### config.mk
export PLATFORM = sky130hd
export DESIGN_NAME = prioritised_interrupt_controller
export DESIGN_NICKNAME = d
export VERILOG_FILES = /design/src/common/pic_pkg.sv /design/src/rtl/prioritised_interrupt_controller.sv
export VERILOG_INCLUDE_DIRS = /design/src /design/src/common
export SDC_FILE = /design/constraint.sdc
export NUM_CORES = 1
export LEC_CHECK = 0
export BUFFER_PORTS_ARGS = -buffer_cell sky130_fd_sc_hd__clkbuf_2
export CORE_UTILIZATION = 44
export CTS_CLUSTER_DIAMETER = 30
export CTS_CLUSTER_SIZE = 40
export DETAILED_ROUTE_END_ITERATION = 16
export HOLD_SLACK_MARGIN = 0.02
export REMOVE_ABC_BUFFERS = 1
export SYNTH_ARGS = -nofsm -noshare
export SYNTH_HDL_FRONTEND = slang
export SYNTH_SLANG_ARGS = --single-unit
### constraint.sdc
create_clock -name i_sys_clk -period 5.1 [get_ports i_sys_clk]
set_input_delay 1.02 -clock i_sys_clk [delete_from_list [all_inputs] [get_ports i_sys_clk]]
set_output_delay 1.02 -clock i_sys_clk [all_outputs]
set_load 0.01 [all_outputs]
### src/common/pic_defs.svh
`ifndef PIC_DEFS_SVH
`define PIC_DEFS_SVH

// ==========================================================================
// Register offsets on the peripheral bus (word offsets from the base).
`define PIC_OFF_PRIO0       5'h00
`define PIC_OFF_PRIO6       5'h06
`define PIC_OFF_VBASE       5'h07
`define PIC_OFF_FMATCH0     5'h08
`define PIC_OFF_FLOW0       5'h09
`define PIC_OFF_FHIGH0      5'h0a
`define PIC_OFF_FMATCH1     5'h0b
`define PIC_OFF_FLOW1       5'h0c
`define PIC_OFF_FHIGH1      5'h0d
`define PIC_OFF_PEND0       5'h0e
`define PIC_OFF_PEND3       5'h11
`define PIC_OFF_CTRL        5'h16

// ==========================================================================
// Field widths and positions.
`define PIC_VBASE_W         14
`define PIC_FMATCH_W        6
`define PIC_FHIGH_W         5
`define PIC_CTRL_INT_BIT    15
`define PIC_CTRL_LVL_LSB    13
`define PIC_CTRL_VEC_LSB    6
`define PIC_CTRL_DIS_BIT    5
`define PIC_CTRL_ONES       16'h001c

// ==========================================================================
// Reset values and fixed codes.
`define PIC_PRIO_RST        16'h0000
`define PIC_VBASE_RST       14'h0000
`define PIC_FMATCH_RST      6'h00
`define PIC_FLOW_RST        16'h0000
`define PIC_FHIGH_RST       5'h00
`define PIC_FIXED_LEVEL     2'h3
`define PIC_FAST_LEVEL      2'h2

`endif

### src/common/pic_pkg.sv
package pic_pkg;

    // ======================================================================
    // Register bus request from the peripheral bus.
    typedef struct packed {
        logic        rd;
        logic        wr;
        logic [4:0]  addr;
        logic [15:0] wdata;
    } bus_req_t;

    // Register bus answer.
    typedef struct packed {
        logic        ack;
        logic [15:0] rdata;
    } bus_rsp_t;

    // Request and vector presented to the core.
    typedef struct packed {
        logic        req;
        logic [1:0]  level_code;
        logic        fast;
        logic        boot;
        logic [20:0] addr;
    } core_req_t;

    // Start-up sequence, Gray coded.
    typedef enum logic [1:0] {
        ST_BOOT = 2'b00,
        ST_RUN  = 2'b01
    } boot_state_t;

endpackage

### src/rtl/prioritised_interrupt_controller.sv
`timescale 1ns/10ps
`default_nettype none
`include "pic_defs.svh"

// Function
// Sixty-four sources, each given one of four levels, some levels fixed.
// The lowest sources have a fixed level the priority fields cannot change.
// Inside one level the lowest numbered active source wins.
// Raise a request to the core and supply its service address.
// Normal vector address is vector base joined with the vector number.
// A higher level request than the current one may nest.
// Core masks levels with two status bits; the mask arrives as input.
// Control register shows the current level code 00, 01, 10 or 11.
// Two fast slots, each with match, low and high address registers.
// Software sets level 2, match number and handler address for fast.
// Fast only when the winner matches a slot and sits at level 2.
// A fast request outputs the slot address, not base plus number.
// Fast decision is registered with the vector, ready before the fetch.
// The core starts fast handling unless the fetched word is a jump.
// After reset the start address is driven toward the core.
// Functional mode from reset, no configuration write needed.
// In wait or stop, a pending request asks for a clock restart.
// Wake only for sources enabled before the low-power entry.
// Peripheral bus slave with registers at base plus offset.
// Pending follows the source level; only unmasked pending sources compete.
module prioritised_interrupt_controller
    import pic_pkg::*;
#(
    parameter int          NUM_SRC    = 64,
    parameter int          NUM_FIXED  = 8,
    parameter logic [20:0] RESET_ADDR = 21'h000000
) (
    // Clock and reset.
    input  wire logic               i_sys_clk,
    input  wire logic               i_sys_rst,
    // Peripheral bus register port.
    input  wire bus_req_t           i_bus,
    output bus_rsp_t                o_bus,
    // Interrupt sources, active high levels.
    input  wire logic [NUM_SRC-1:0] i_irq_src,
    // Core mask bits, high bit first.
    input  wire logic [1:0]         i_core_mask,
    // Core request and vector.
    output core_req_t               o_core,
    // Low-power handshake with the system integration logic.
    input  wire logic               i_low_power,
    output logic                    o_wake_req
);

    // ======================================================================
    // Elaboration checks.
    // The register map holds exactly 64 pending bits and 56 priority fields.
    // The read mux and the field layout are hard-wired to that map, so a
    // different count would silently misplace fields instead of failing.
    if (NUM_SRC != 64) begin : g_bad_src
        $error("NUM_SRC must be 64");
    end
    if (NUM_FIXED != 8) begin : g_bad_fixed
        $error("NUM_FIXED must be 8");
    end

    // ======================================================================
    // Storage.
    // Software-visible registers first, then the registered outputs, then
    // the combinational arbitration results.
    logic [15:0]                 prio_ff [7];
    logic [`PIC_VBASE_W-1:0]     vbase_ff;
    logic [`PIC_FMATCH_W-1:0]    fmatch_ff [2];
    logic [15:0]                 flow_ff [2];
    logic [`PIC_FHIGH_W-1:0]     fhigh_ff [2];
    logic                        int_dis_ff;
    logic [NUM_SRC-1:0]          pending_ff;
    logic [NUM_SRC-1:0]          wake_en_ff;
    logic                        lp_d_ff;
    logic                        wake_ff;
    boot_state_t                 state_ff;
    core_req_t                   core_ff;
    bus_rsp_t                    rsp_ff;

    // Per-source level and enable, decoded from the priority fields.
    logic [1:0]                  src_lvl [NUM_SRC];
    logic [NUM_SRC-1:0]          src_en;
    logic [6:0]                  hit [4];
    logic                        win_found;
    logic [1:0]                  win_lvl;
    logic [5:0]                  win_idx;
    logic                        fast0;
    logic                        fast1;
    core_req_t                   nxt_core;
    logic                        wr_en;

    // ======================================================================
    // Helper functions.
    // Address match, shared by every write and the read mux.
    // Keeping one compare function means an offset cannot drift between the two.
    function automatic logic addr_is(input logic [4:0] a, input logic [4:0] off);
        addr_is = (a == off);
    endfunction

    // Lowest set bit with a found flag; scanning down leaves the lowest.
    // A plain loop keeps the encoder readable; it flattens into a priority
    // chain, which is the longest path of this block.
    function automatic logic [6:0] first_set(input logic [63:0] v);
        logic [6:0] r;
        r = 7'h00;
        for (int k = 63; k >= 0; k--) begin
            if (v[k]) begin
                r = {1'b1, 6'(k)};
            end
        end
        first_set = r;
    endfunction

    // Current level code seen by the core: none, level 0, level 1, level 2 or 3.
    // Levels 2 and 3 share one code, so the core cannot tell them apart here.
    function automatic logic [1:0] level_code(input logic found, input logic [1:0] lvl);
        if (!found) begin
            level_code = 2'h0;
        end else if (lvl == 2'h0) begin
            level_code = 2'h1;
        end else if (lvl == 2'h1) begin
            level_code = 2'h2;
        end else begin
            level_code = 2'h3;
        end
    endfunction

    // A strobe with both read and write set still writes; the read then
    // returns the value from before the write.
    assign wr_en = i_bus.wr;

    // ======================================================================
    // Register writes.
    // Priority fields; code 00 disables a source, 01..11 give levels 0..2.
    // A new level takes part in arbitration from the edge after the write.
    // Level 3 cannot be given by software; it is kept for the fixed sources.
    always_ff @(posedge i_sys_clk) begin
        for (int r = 0; r < 7; r++) begin
            if (i_sys_rst) begin
                prio_ff[r] <= `PIC_PRIO_RST;
            end else if (wr_en && addr_is(i_bus.addr, 5'(r))) begin
                prio_ff[r] <= i_bus.wdata;
            end
        end
    end

    // Vector base.
    always_ff @(posedge i_sys_clk) begin
        if (i_sys_rst) begin
            vbase_ff <= `PIC_VBASE_RST;
        end else if (wr_en && addr_is(i_bus.addr, `PIC_OFF_VBASE)) begin
            vbase_ff <= i_bus.wdata[`PIC_VBASE_W-1:0];
        end
    end

    // Fast slots; slot 1 sits three words after slot 0.
    // Both match registers reset to source 0, which is fixed at level 3 and
    // so can never be taken as fast before software programs a slot.
    always_ff @(posedge i_sys_clk) begin
        for (int s = 0; s < 2; s++) begin
            if (i_sys_rst) begin
                fmatch_ff[s] <= `PIC_FMATCH_RST;
                flow_ff[s]   <= `PIC_FLOW_RST;
                fhigh_ff[s]  <= `PIC_FHIGH_RST;
            end else if (wr_en) begin
                if (addr_is(i_bus.addr, `PIC_OFF_FMATCH0 + 5'(3 * s))) begin
                    fmatch_ff[s] <= i_bus.wdata[`PIC_FMATCH_W-1:0];
                end
                if (addr_is(i_bus.addr, `PIC_OFF_FLOW0 + 5'(3 * s))) begin
                    flow_ff[s] <= i_bus.wdata;
                end
                if (addr_is(i_bus.addr, `PIC_OFF_FHIGH0 + 5'(3 * s))) begin
                    fhigh_ff[s] <= i_bus.wdata[`PIC_FHIGH_W-1:0];
                end
            end
        end
    end

    // Control register: only the disable bit is writable.
    // The status fields are live views, so writes to them are dropped.
    always_ff @(posedge i_sys_clk) begin
        if (i_sys_rst) begin
            int_dis_ff <= 1'b0;
        end else if (wr_en && addr_is(i_bus.addr, `PIC_OFF_CTRL)) begin
            int_dis_ff <= i_bus.wdata[`PIC_CTRL_DIS_BIT];
        end
    end

    // ======================================================================
    // Register reads.
    // Every access is acknowledged one cycle later; unmapped words read zero.
    // Read data is zero outside the acknowledge, so several slaves may share
    // an OR-combined return path without extra gating.
    always_ff @(posedge i_sys_clk) begin
        if (i_sys_rst) begin
            rsp_ff <= '0;
        end else begin
            rsp_ff.ack   <= i_bus.rd | i_bus.wr;
            rsp_ff.rdata <= 16'h0000;
            if (i_bus.rd) begin
                if (i_bus.addr <= `PIC_OFF_PRIO6) begin
                    rsp_ff.rdata <= prio_ff[i_bus.addr[2:0]];
                end else if (addr_is(i_bus.addr, `PIC_OFF_VBASE)) begin
                    rsp_ff.rdata <= 16'(vbase_ff);
                end else if (addr_is(i_bus.addr, `PIC_OFF_FMATCH0)) begin
                    rsp_ff.rdata <= 16'(fmatch_ff[0]);
                end else if (addr_is(i_bus.addr, `PIC_OFF_FLOW0)) begin
                    rsp_ff.rdata <= flow_ff[0];
                end else if (addr_is(i_bus.addr, `PIC_OFF_FHIGH0)) begin
                    rsp_ff.rdata <= 16'(fhigh_ff[0]);
                end else if (addr_is(i_bus.addr, `PIC_OFF_FMATCH1)) begin
                    rsp_ff.rdata <= 16'(fmatch_ff[1]);
                end else if (addr_is(i_bus.addr, `PIC_OFF_FLOW1)) begin
                    rsp_ff.rdata <= flow_ff[1];
                end else if (addr_is(i_bus.addr, `PIC_OFF_FHIGH1)) begin
                    rsp_ff.rdata <= 16'(fhigh_ff[1]);
                end else if (i_bus.addr >= `PIC_OFF_PEND0 && i_bus.addr <= `PIC_OFF_PEND3) begin
                    rsp_ff.rdata <= pending_ff[16 * (i_bus.addr - `PIC_OFF_PEND0) +: 16];
                end else if (addr_is(i_bus.addr, `PIC_OFF_CTRL)) begin
                    rsp_ff.rdata <= `PIC_CTRL_ONES;
                    rsp_ff.rdata[`PIC_CTRL_INT_BIT] <= core_ff.req;
                    rsp_ff.rdata[`PIC_CTRL_LVL_LSB +: 2] <= core_ff.level_code;
                    rsp_ff.rdata[`PIC_CTRL_VEC_LSB +: 7] <= {1'b0, win_idx};
                    rsp_ff.rdata[`PIC_CTRL_DIS_BIT] <= int_dis_ff;
                end
            end
        end
    end

    assign o_bus = rsp_ff;

    // ======================================================================
    // Source levels.
    // Fixed sources sit at the top level and ignore the priority fields.
    // Field code 00 disables a programmable source; codes 01 to 11 map to levels 0 to 2.
    for (genvar i = 0; i < NUM_SRC; i++) begin : g_src
        if (i < NUM_FIXED) begin : g_fixed
            assign src_en[i]  = 1'b1;
            assign src_lvl[i] = `PIC_FIXED_LEVEL;
        end else begin : g_prog
            localparam int R = (i - NUM_FIXED) / 8;
            localparam int F = ((i - NUM_FIXED) % 8) * 2;
            assign src_en[i]  = (prio_ff[R][F +: 2] != 2'h0);
            assign src_lvl[i] = prio_ff[R][F +: 2] - 2'h1;
        end
    end

    // Pending bits follow the sources while they stay asserted.
    // Nothing is latched: a source that drops before it is serviced is lost,
    // so every source must hold its line until software clears it.
    always_ff @(posedge i_sys_clk) begin
        if (i_sys_rst) begin
            pending_ff <= '0;
        end else begin
            pending_ff <= i_irq_src;
        end
    end

    // ======================================================================
    // Arbitration.
    // One priority encoder per level, lowest source number first.
    // The four encoders run in parallel so the level choice adds only a small mux.
    for (genvar l = 0; l < 4; l++) begin : g_lvl
        logic [NUM_SRC-1:0] cand;
        for (genvar i = 0; i < NUM_SRC; i++) begin : g_cand
            assign cand[i] = pending_ff[i] & src_en[i] & (src_lvl[i] == 2'(l));
        end
        assign hit[l] = first_set(cand);
    end

    // Highest unmasked level wins; the core mask lets higher levels nest.
    // The mask is used as it arrives, and its effect reaches the core one
    // edge later through the registered request.
    always_comb begin
        win_found = 1'b0;
        win_lvl   = 2'h0;
        win_idx   = 6'h00;
        for (int l = 0; l < 4; l++) begin
            if (hit[l][6] && (l >= int'(i_core_mask))) begin
                win_found = 1'b1;
                win_lvl   = 2'(l);
                win_idx   = hit[l][5:0];
            end
        end
    end

    // Fast match needs both a slot hit and level 2.
    // A match at any other level falls back to the normal base-plus-number vector.
    assign fast0 = win_found && (win_lvl == `PIC_FAST_LEVEL) && (win_idx == fmatch_ff[0]);
    assign fast1 = win_found && (win_lvl == `PIC_FAST_LEVEL) && (win_idx == fmatch_ff[1]);

    // Next request and vector; slot 0 takes precedence if both slots match.
    // The disable bit gates only the request, so software can still read the
    // winner and its level code while interrupts are held off.
    always_comb begin
        nxt_core            = '0;
        nxt_core.req        = win_found && !int_dis_ff;
        nxt_core.level_code = level_code(win_found, win_lvl);
        nxt_core.fast       = fast0 | fast1;
        if (fast0) begin
            nxt_core.addr = {fhigh_ff[0], flow_ff[0]};
        end else if (fast1) begin
            nxt_core.addr = {fhigh_ff[1], flow_ff[1]};
        end else begin
            nxt_core.addr = {vbase_ff, 1'b0, win_idx};
        end
    end

    // ======================================================================
    // Start-up and core outputs.
    // The first cycle after reset drives the start address with no request.
    // Holding the start address one cycle past reset gives the core a full
    // cycle to fetch from it before any vector can replace it.
    always_ff @(posedge i_sys_clk) begin
        if (i_sys_rst) begin
            state_ff <= ST_BOOT;
        end else begin
            case (state_ff)
                ST_BOOT: state_ff <= ST_RUN;
                ST_RUN:  state_ff <= ST_RUN;
                default: state_ff <= ST_RUN;
            endcase
        end
    end

    // Vector and fast flag are registered together so the core sees them settled.
    // This costs one cycle of latency but keeps the fast choice free of glitches,
    // since address and flag always change on the same edge.
    always_ff @(posedge i_sys_clk) begin
        if (i_sys_rst) begin
            core_ff      <= '0;
            core_ff.boot <= 1'b1;
            core_ff.addr <= RESET_ADDR;
        end else if (state_ff == ST_BOOT) begin
            core_ff      <= '0;
            core_ff.boot <= 1'b1;
            core_ff.addr <= RESET_ADDR;
        end else begin
            core_ff <= nxt_core;
        end
    end

    assign o_core = core_ff;

    // ======================================================================
    // Low-power wake.
    // Enables are frozen at entry, so a source enabled later cannot wake.
    // The entry edge is found by comparing the level with its delayed copy,
    // which rests low after reset so no false entry follows it.
    always_ff @(posedge i_sys_clk) begin
        if (i_sys_rst) begin
            lp_d_ff    <= 1'b0;
            wake_en_ff <= '0;
        end else begin
            lp_d_ff <= i_low_power;
            if (i_low_power && !lp_d_ff) begin
                wake_en_ff <= src_en;
            end
        end
    end

    // Wake request stands while a frozen-enabled source is pending.
    // It waits one cycle after entry so the frozen enables are in place first.
    // Leaving low power drops the request at the next edge.
    always_ff @(posedge i_sys_clk) begin
        if (i_sys_rst) begin
            wake_ff <= 1'b0;
        end else begin
            wake_ff <= i_low_power && lp_d_ff && |(pending_ff & wake_en_ff);
        end
    end

    assign o_wake_req = wake_ff;

endmodule // prioritised_interrupt_controller

`default_nettype wire

==> impl_metrics.py, run 1 <==
metrics = {
    "run_status": {
        "run_status": "complete, no violations",
    },
    "power": {
        "leakagePower_nw": 9.060,
        "ir_drop_mv": 0.3655,
        "powerDensity_nw_per_um2": 435.2,
        "finalPower_mw": 10.09,
    },
    "timing": {
        "max_freq_mhz": 207.3,
        "layout_setup_ws_ns": 0.2750,
        "fin_setup_tns_ns": 0,
        "relSlewSlack": 0.1068,
        "setup_violations": 0,
        "finalCriticalPeriod_ns": 4.825,
        "slew_violations": 0,
        "hold_viol": 0,
        "rsz0062_at_grt": "false",
        "fin_worst_skew_ns": 0.03932,
        "hold_ws_ns": 0.4590,
        "fin_crit_sh": 0.9461,
        "tightest_slew_ns": 1.335,
    },
    "worst_hold_path": {
        "min_path_type": "reg -> reg",
    },
    "setup_path": {
        "worst_r2r_path_depth": 14,
        "r2r-end": "o_core[20]",
        "crit_required_ns": 5.60,
        "rrSetupSlack_ns": 0.28,
        "critPathLaunchType": "register",
        "worstPathMaxFanout": 21,
        "crit_start": "prio_ff[4][13]",
        "endpoint": "o_core[20]",
        "end_kind": "register",
        "reg2reg_from": "prio_ff[4][13]",
        "arrival_ns": 5.33,
        "path_class": "reg -> reg",
    },
    "place": {
        "port-buffer-count": 135,
        "dp.final_hpwl_um": 67810,
        "place_ws_ns": 0.4785,
        "dpl_cell_area_sq_um": 20090,
        "place_congestion": 1.098,
    },
    "finish": {
        "nFillCells": 3761,
        "layout_commonest_cell": "dfxtp_1",
        "final_area_sq_um": 23190,
        "regArea_sq_um": 8628,
        "syn2layout_area_growth_pct": 24.51,
        "final_cell_mix": "dfxtp_1, and2_1, edfxtp_1",
        "fin_nets": 2223,
        "drive_above_1_share": 0.1888,
        "multi_input_area_sq_um": 9620,
    },
    "clock_tree": {
        "cts_buffers": 86,
        "post_cts_resized": 0,
        "cts_sinks": 348,
        "post_cts_buffers": 0,
        "ctsHoldBuffers": 0,
        "clk_path_buf_depth": 3,
        "clk_latency_ns": 0.64,
        "tritoncts": "yes",
        "root_buffer": "clkbuf_16",
        "cts-htree-levels": 3,
        "cts.clk_slew.worst_paths_ns": 0.05,
    },
    "route": {
        "detail_route.vias_per_cell": 6.580,
        "ant_nets": 0,
        "vias": 18060,
        "drc": 0,
        "first_pass_iters": 7,
        "wl_per_cell_um": 32.89,
        "drtIter0Drc": 2587,
        "routed_wl_um": 90270,
    },
    "synthesis": {
        "synth_top_area_cell": "edfxtp_1",
        "synth-edff-count": 166,
        "ys.flop_type": "dfxtp_1",
        "synth_top_cell_area_share": 0.2677,
        "synthCells": 1945,
        "ys_async_sr_fraction": 0,
        "seq_area_frac_synth": 0.4633,
        "ys_warn_count": 0,
        "synth_cell_types": 87,
        "ys_seq_elements": 348,
        "synth_area_sq_um": 18620,
        "yosys-top-cells-area": "edfxtp_1, dfxtp_1, and2_1",
        "syn_area_per_cell_sq_um": 9.575,
    },
    "global_routing": {
        "grt_max_degree": 79,
        "grt_pass1_vias": 16990,
        "grt_use_total": 0.4169,
        "antenna_found_initial": 9,
        "gr-total-overflow": 0,
        "grt_first_pass_wirelength_um": 126100,
    },
    "die": {
        "die_area_sq_um": 43150,
        "start_util": 0.4450,
        "core_sq_um": 41850,
        "dieWidth_um": 207.7,
        "rows": 75,
        "die_h_um": 207.7,
        "pin_count": 136,
    },
    "run": {
        "drv_cap": 0,
    },
}
-- cell type report --
cell class              instances  share of cell area
multi-input cells            1487              0.4149
flip-flops and latches        348              0.3721
clock buffers                 113              0.1084
repair buffers                186             0.04705
well taps                     539             0.02908
clock inverters                49             0.02498
inverters                      20            0.003237
diodes                          3           0.0003237
-- cell families (layout without fill, tap and decap cells) --
family	Yosys count	in the layout	share of synthesized area
other	0	3	0
multiplexers	82	82	0.06564
flip-flops	348	348	0.4633
buffers and inverters	110	368	0.02298
AND/OR/NAND/NOR	1028	1028	0.3106
XOR/XNOR	12	12	0.005643
adder cells (fa/ha/maj)	2	2	0.001343
AO/OA/AOI/OAI	363	363	0.1305
-- metrics by stage --
stage	utilization	cells
2_1_floorplan	-	1855
4_1_cts	0.5539	2742
3_3_place_gp	0.4800	2580
3_5_place_dp	0.4800	2580
5_1_grt	0.5539	2742
6_report	0.5541	2745
-- report_power, final --
group | total, mW | leakage, nW | internal, mW | switching (mW)
registers | 3.33 | 3.09 | 3.09 | 0.241
clock network | 5.71 | 1.50 | 3.82 | 1.89
logic | 1.05 | 4.47 | 0.365 | 0.688
total | 10.1 | 9.06 | 7.28 | 2.81
-- critical path, cell delays in order, from the launching register on --
cell and delay (ns):
edfxtp_1 0.57, nand3_1 0.24, and4_1 0.36, nor4bb_1 0.60
buf_4 0.25, a41oi_1 0.18, nand2b_1 0.29, or2_2 0.31
o31ai_1 0.53, xor2_1 0.12, or4_4 0.49, nor3_4 0.22
buf_12 0.22, mux2i_1 0.21, a21oi_1 0.09
-- metal layers --
metal | wire [um] | vias to the layer above | track usage
li1 | - | 7672 | -
met1 | 35220 | 8875 | 0.5473
met2 | 38500 | 1260 | 0.6136
met3 | 11020 | 251 | 0.1206
met4 | 5508 | 4 | 0.2398
met5 | 23 | - | 0
-- how the worst min path moves through the flow --
stage / startpoint / end / slack [ns] / cells after the start
floorplan: int_dis_ff / o_core[25] / 0.41 / 1
global placement: int_dis_ff / o_core[25] / 0.44 / 1
detailed placement: int_dis_ff / o_core[25] / 0.44 / 1
CTS: int_dis_ff / o_core[25] / 0.45 / 1
global route: int_dis_ff / o_core[25] / 0.47 / 1
finish: int_dis_ff / o_core[25] / 0.46 / 1
-- Yosys cell counts, types with 7 or more instances --
cell type and n:
a211oi_1 25, a21oi_1 93, a221oi_1 18, a22o_1 12
a22oi_1 22, a31oi_1 14, and2_1 175, and3_1 15
and3b_1 37, and4_1 7, buf_1 13, clkbuf_1 75
dfxtp_1 182, edfxtp_1 166, inv_1 15, mux2i_1 49
mux4_2 32, nand2_1 164, nand2b_1 26, nand3_1 83
nand3b_1 74, nand4_1 31, nor2_1 133, nor2b_1 81
nor3_1 143, nor4_1 8, o2111ai_1 8, o211ai_1 21
o21ai_0 78, o31ai_1 8, or2_2 9, or4_1 8
xnor2_1 8
-- registers in the layout, summed over array words and instances, names as in the netlist, 10 cells and up --
| register | cells |
|---|---|
| prio_ff | 112 |
| wake_en_ff | 57 |
| o_bus | 17 |
| o_core | 26 |
| fmatch_ff | 12 |
| fhigh_ff | 10 |
| pending_ff | 64 |
| flow_ff | 32 |
| vbase_ff | 14 |
Note: power is estimated with default switching activity, not from simulation.
==> inputs of run 2 (changes only) <==
- CORE_ASPECT_RATIO: unset -> 1.2
- CORE_MARGIN: unset -> 3
- clock period: 5.1 -> 5.95 ns (I/O delays scaled with it)
==> run 2 against run 1 <==
- total power down 22%
- clock power is 27% lower
- critical path depth stayed put
- sequential share of layout area up 1.3 points
- clock-buffer cell count fell by 25
- first-iteration DRC count fell by 22%
==> impl_metrics.py, run 2 (synthesis results as in run 1) <==
metrics = {
    "run_status": {
        "run_status": "complete, no violations",
    },
    "place": {
        "port-buffer-count": 135,
        "dp.final_hpwl_um": 63330,
        "place_congestion": 1.130,
        "dpl_cell_area_sq_um": 19890,
        "dp_cells": 2557,
        "place_ws_ns": 1.157,
    },
    "die": {
        "dieWidth_um": 193.8,
        "start_util": 0.4515,
        "core_sq_um": 41250,
        "pin_count": 136,
        "die_h_um": 231.4,
        "rows": 81,
        "die_area_sq_um": 44840,
    },
    "global_routing": {
        "grt_use_total": 0.3683,
        "grt_max_degree": 79,
        "grt_first_pass_wirelength_um": 118700,
        "gr-total-overflow": 0,
        "grt_pass1_vias": 16730,
        "antenna_found_initial": 1,
    },
    "setup_path": {
        "crit_required_ns": 6.43,
        "worst_r2r_path_depth": 14,
        "slowest_delay_ns": 0.68,
        "crit_top_cell": "buf_4",
        "endpoint": "o_core[14]",
        "path_cells": "and3_1, nor4b_1, and4bb_2, a41oi_1, nand2b_1, or2_2, o31ai_1, buf_4, xor2_1, nor3_1, nand4_1, buf_4, o21ai_0, a21oi_1",
        "end_kind": "register",
        "path_class": "reg -> reg",
        "critPathLaunchType": "register",
        "worstPathMaxFanout": 28,
        "r2r-end": "o_core[14]",
        "rrSetupSlack_ns": 1.07,
        "arrival_ns": 5.36,
        "critical-path-slowest-cell": "nor4b_1",
        "crit_start": "prio_ff[6][9]",
        "reg2reg_from": "prio_ff[6][9]",
    },
    "timing": {
        "layout_setup_ws_ns": 1.068,
        "hold_viol": 0,
        "tightest_slew_ns": 1.185,
        "finalCriticalPeriod_ns": 4.882,
        "max_freq_mhz": 204.8,
        "setup_violations": 0,
        "rsz0062_at_grt": "false",
        "slew_violations": 0,
        "fin_worst_skew_ns": 0.02331,
        "hold_ws_ns": 0.4456,
        "fin_setup_tns_ns": 0,
        "fin_crit_sh": 0.8205,
        "relSlewSlack": 0.2055,
    },
    "route": {
        "vias": 17350,
        "first_pass_iters": 6,
        "ant_nets": 0,
        "wl_per_cell_um": 31.49,
        "drtIter0Drc": 2028,
        "routed_wl_um": 84710,
        "detail_route.vias_per_cell": 6.450,
        "drc": 0,
    },
    "finish": {
        "largest_reg_flops": 112,
        "final_cell_mix": "dfxtp_1, and2_1, edfxtp_1",
        "nFillCells": 3756,
        "final_area_sq_um": 22430,
        "finalNonFillerCells": 2690,
        "fin_nets": 2186,
        "regMostFlops": "prio_ff",
        "multi_input_area_sq_um": 9610,
        "fin_util": 0.5439,
        "top_regs": "prio_ff x112, pending_ff x64, wake_en_ff x57",
        "syn2layout_area_growth_pct": 20.46,
        "diodes": 0,
        "drive_above_1_share": 0.1669,
        "layout_commonest_cell": "dfxtp_1",
        "regArea_sq_um": 8628,
    },
    "clock_tree": {
        "clk_latency_ns": 0.62,
        "root_buffer": "clkbuf_16",
        "post_cts_resized": 0,
        "cts_sinks": 348,
        "cts-htree-levels": 3,
        "cts_buffers": 72,
        "clk_path_buf_depth": 3,
        "ctsHoldBuffers": 0,
        "post_cts_buffers": 0,
        "tritoncts": "yes",
        "cts.clk_slew.worst_paths_ns": 0.05,
    },
    "worst_hold_path": {
        "min_path_type": "reg -> reg",
    },
    "power": {
        "ir_drop_mv": 0.2943,
        "finalPower_mw": 7.844,
        "leakagePower_nw": 8.664,
        "powerDensity_nw_per_um2": 349.6,
    },
    "run": {
        "drv_cap": 0,
    },
}
[run 2: worst min-delay path by stage]
stage | cells past startpoint | to | slack, ns | startpoint
floorplan | 1 | o_core[25] | 0.41 | int_dis_ff
global placement | 1 | o_core[25] | 0.43 | int_dis_ff
detailed placement | 1 | o_core[25] | 0.43 | int_dis_ff
CTS | 1 | o_core[25] | 0.44 | int_dis_ff
global route | 1 | o_core[25] | 0.47 | int_dis_ff
finish | 1 | o_core[25] | 0.45 | int_dis_ff
[run 2: area by class of cell]
| cell class | count | area share |
|---|---|---|
| tap | 539 | 0.03006 |
| inverter | 20 | 0.003346 |
| clock inverter | 45 | 0.02526 |
| multi-input combinational | 1487 | 0.4284 |
| sequential | 348 | 0.3846 |
| timing repair buffer | 163 | 0.04038 |
| clock buffer | 88 | 0.08795 |
[run 2: critical path: cells and delay by family, from the launching register on]
family          cells  cell delay (ns)
flops               1             0.55
xor+xnor            1             0.08
buf+inv             2             0.67
simple gates        7             2.62
compound gates      4             0.79
[run 2: power breakdown]
group	total, mW	switching (mW)	leakage [nW]	internal [mW]
clock	4.16	1.42	1.22	2.74
combinational	0.815	0.522	4.36	0.293
sequential	2.87	0.220	3.09	2.65
total	7.84	2.17	8.66	5.68
[run 2: per-layer routing]
layer,track usage,share of wire,up-vias
met5,0,0,-
met4,0.2341,0.075,0
met3,0.07488,0.090,245
met2,0.6008,0.46,1065
met1,0.4477,0.37,8464
li1,-,-,7577
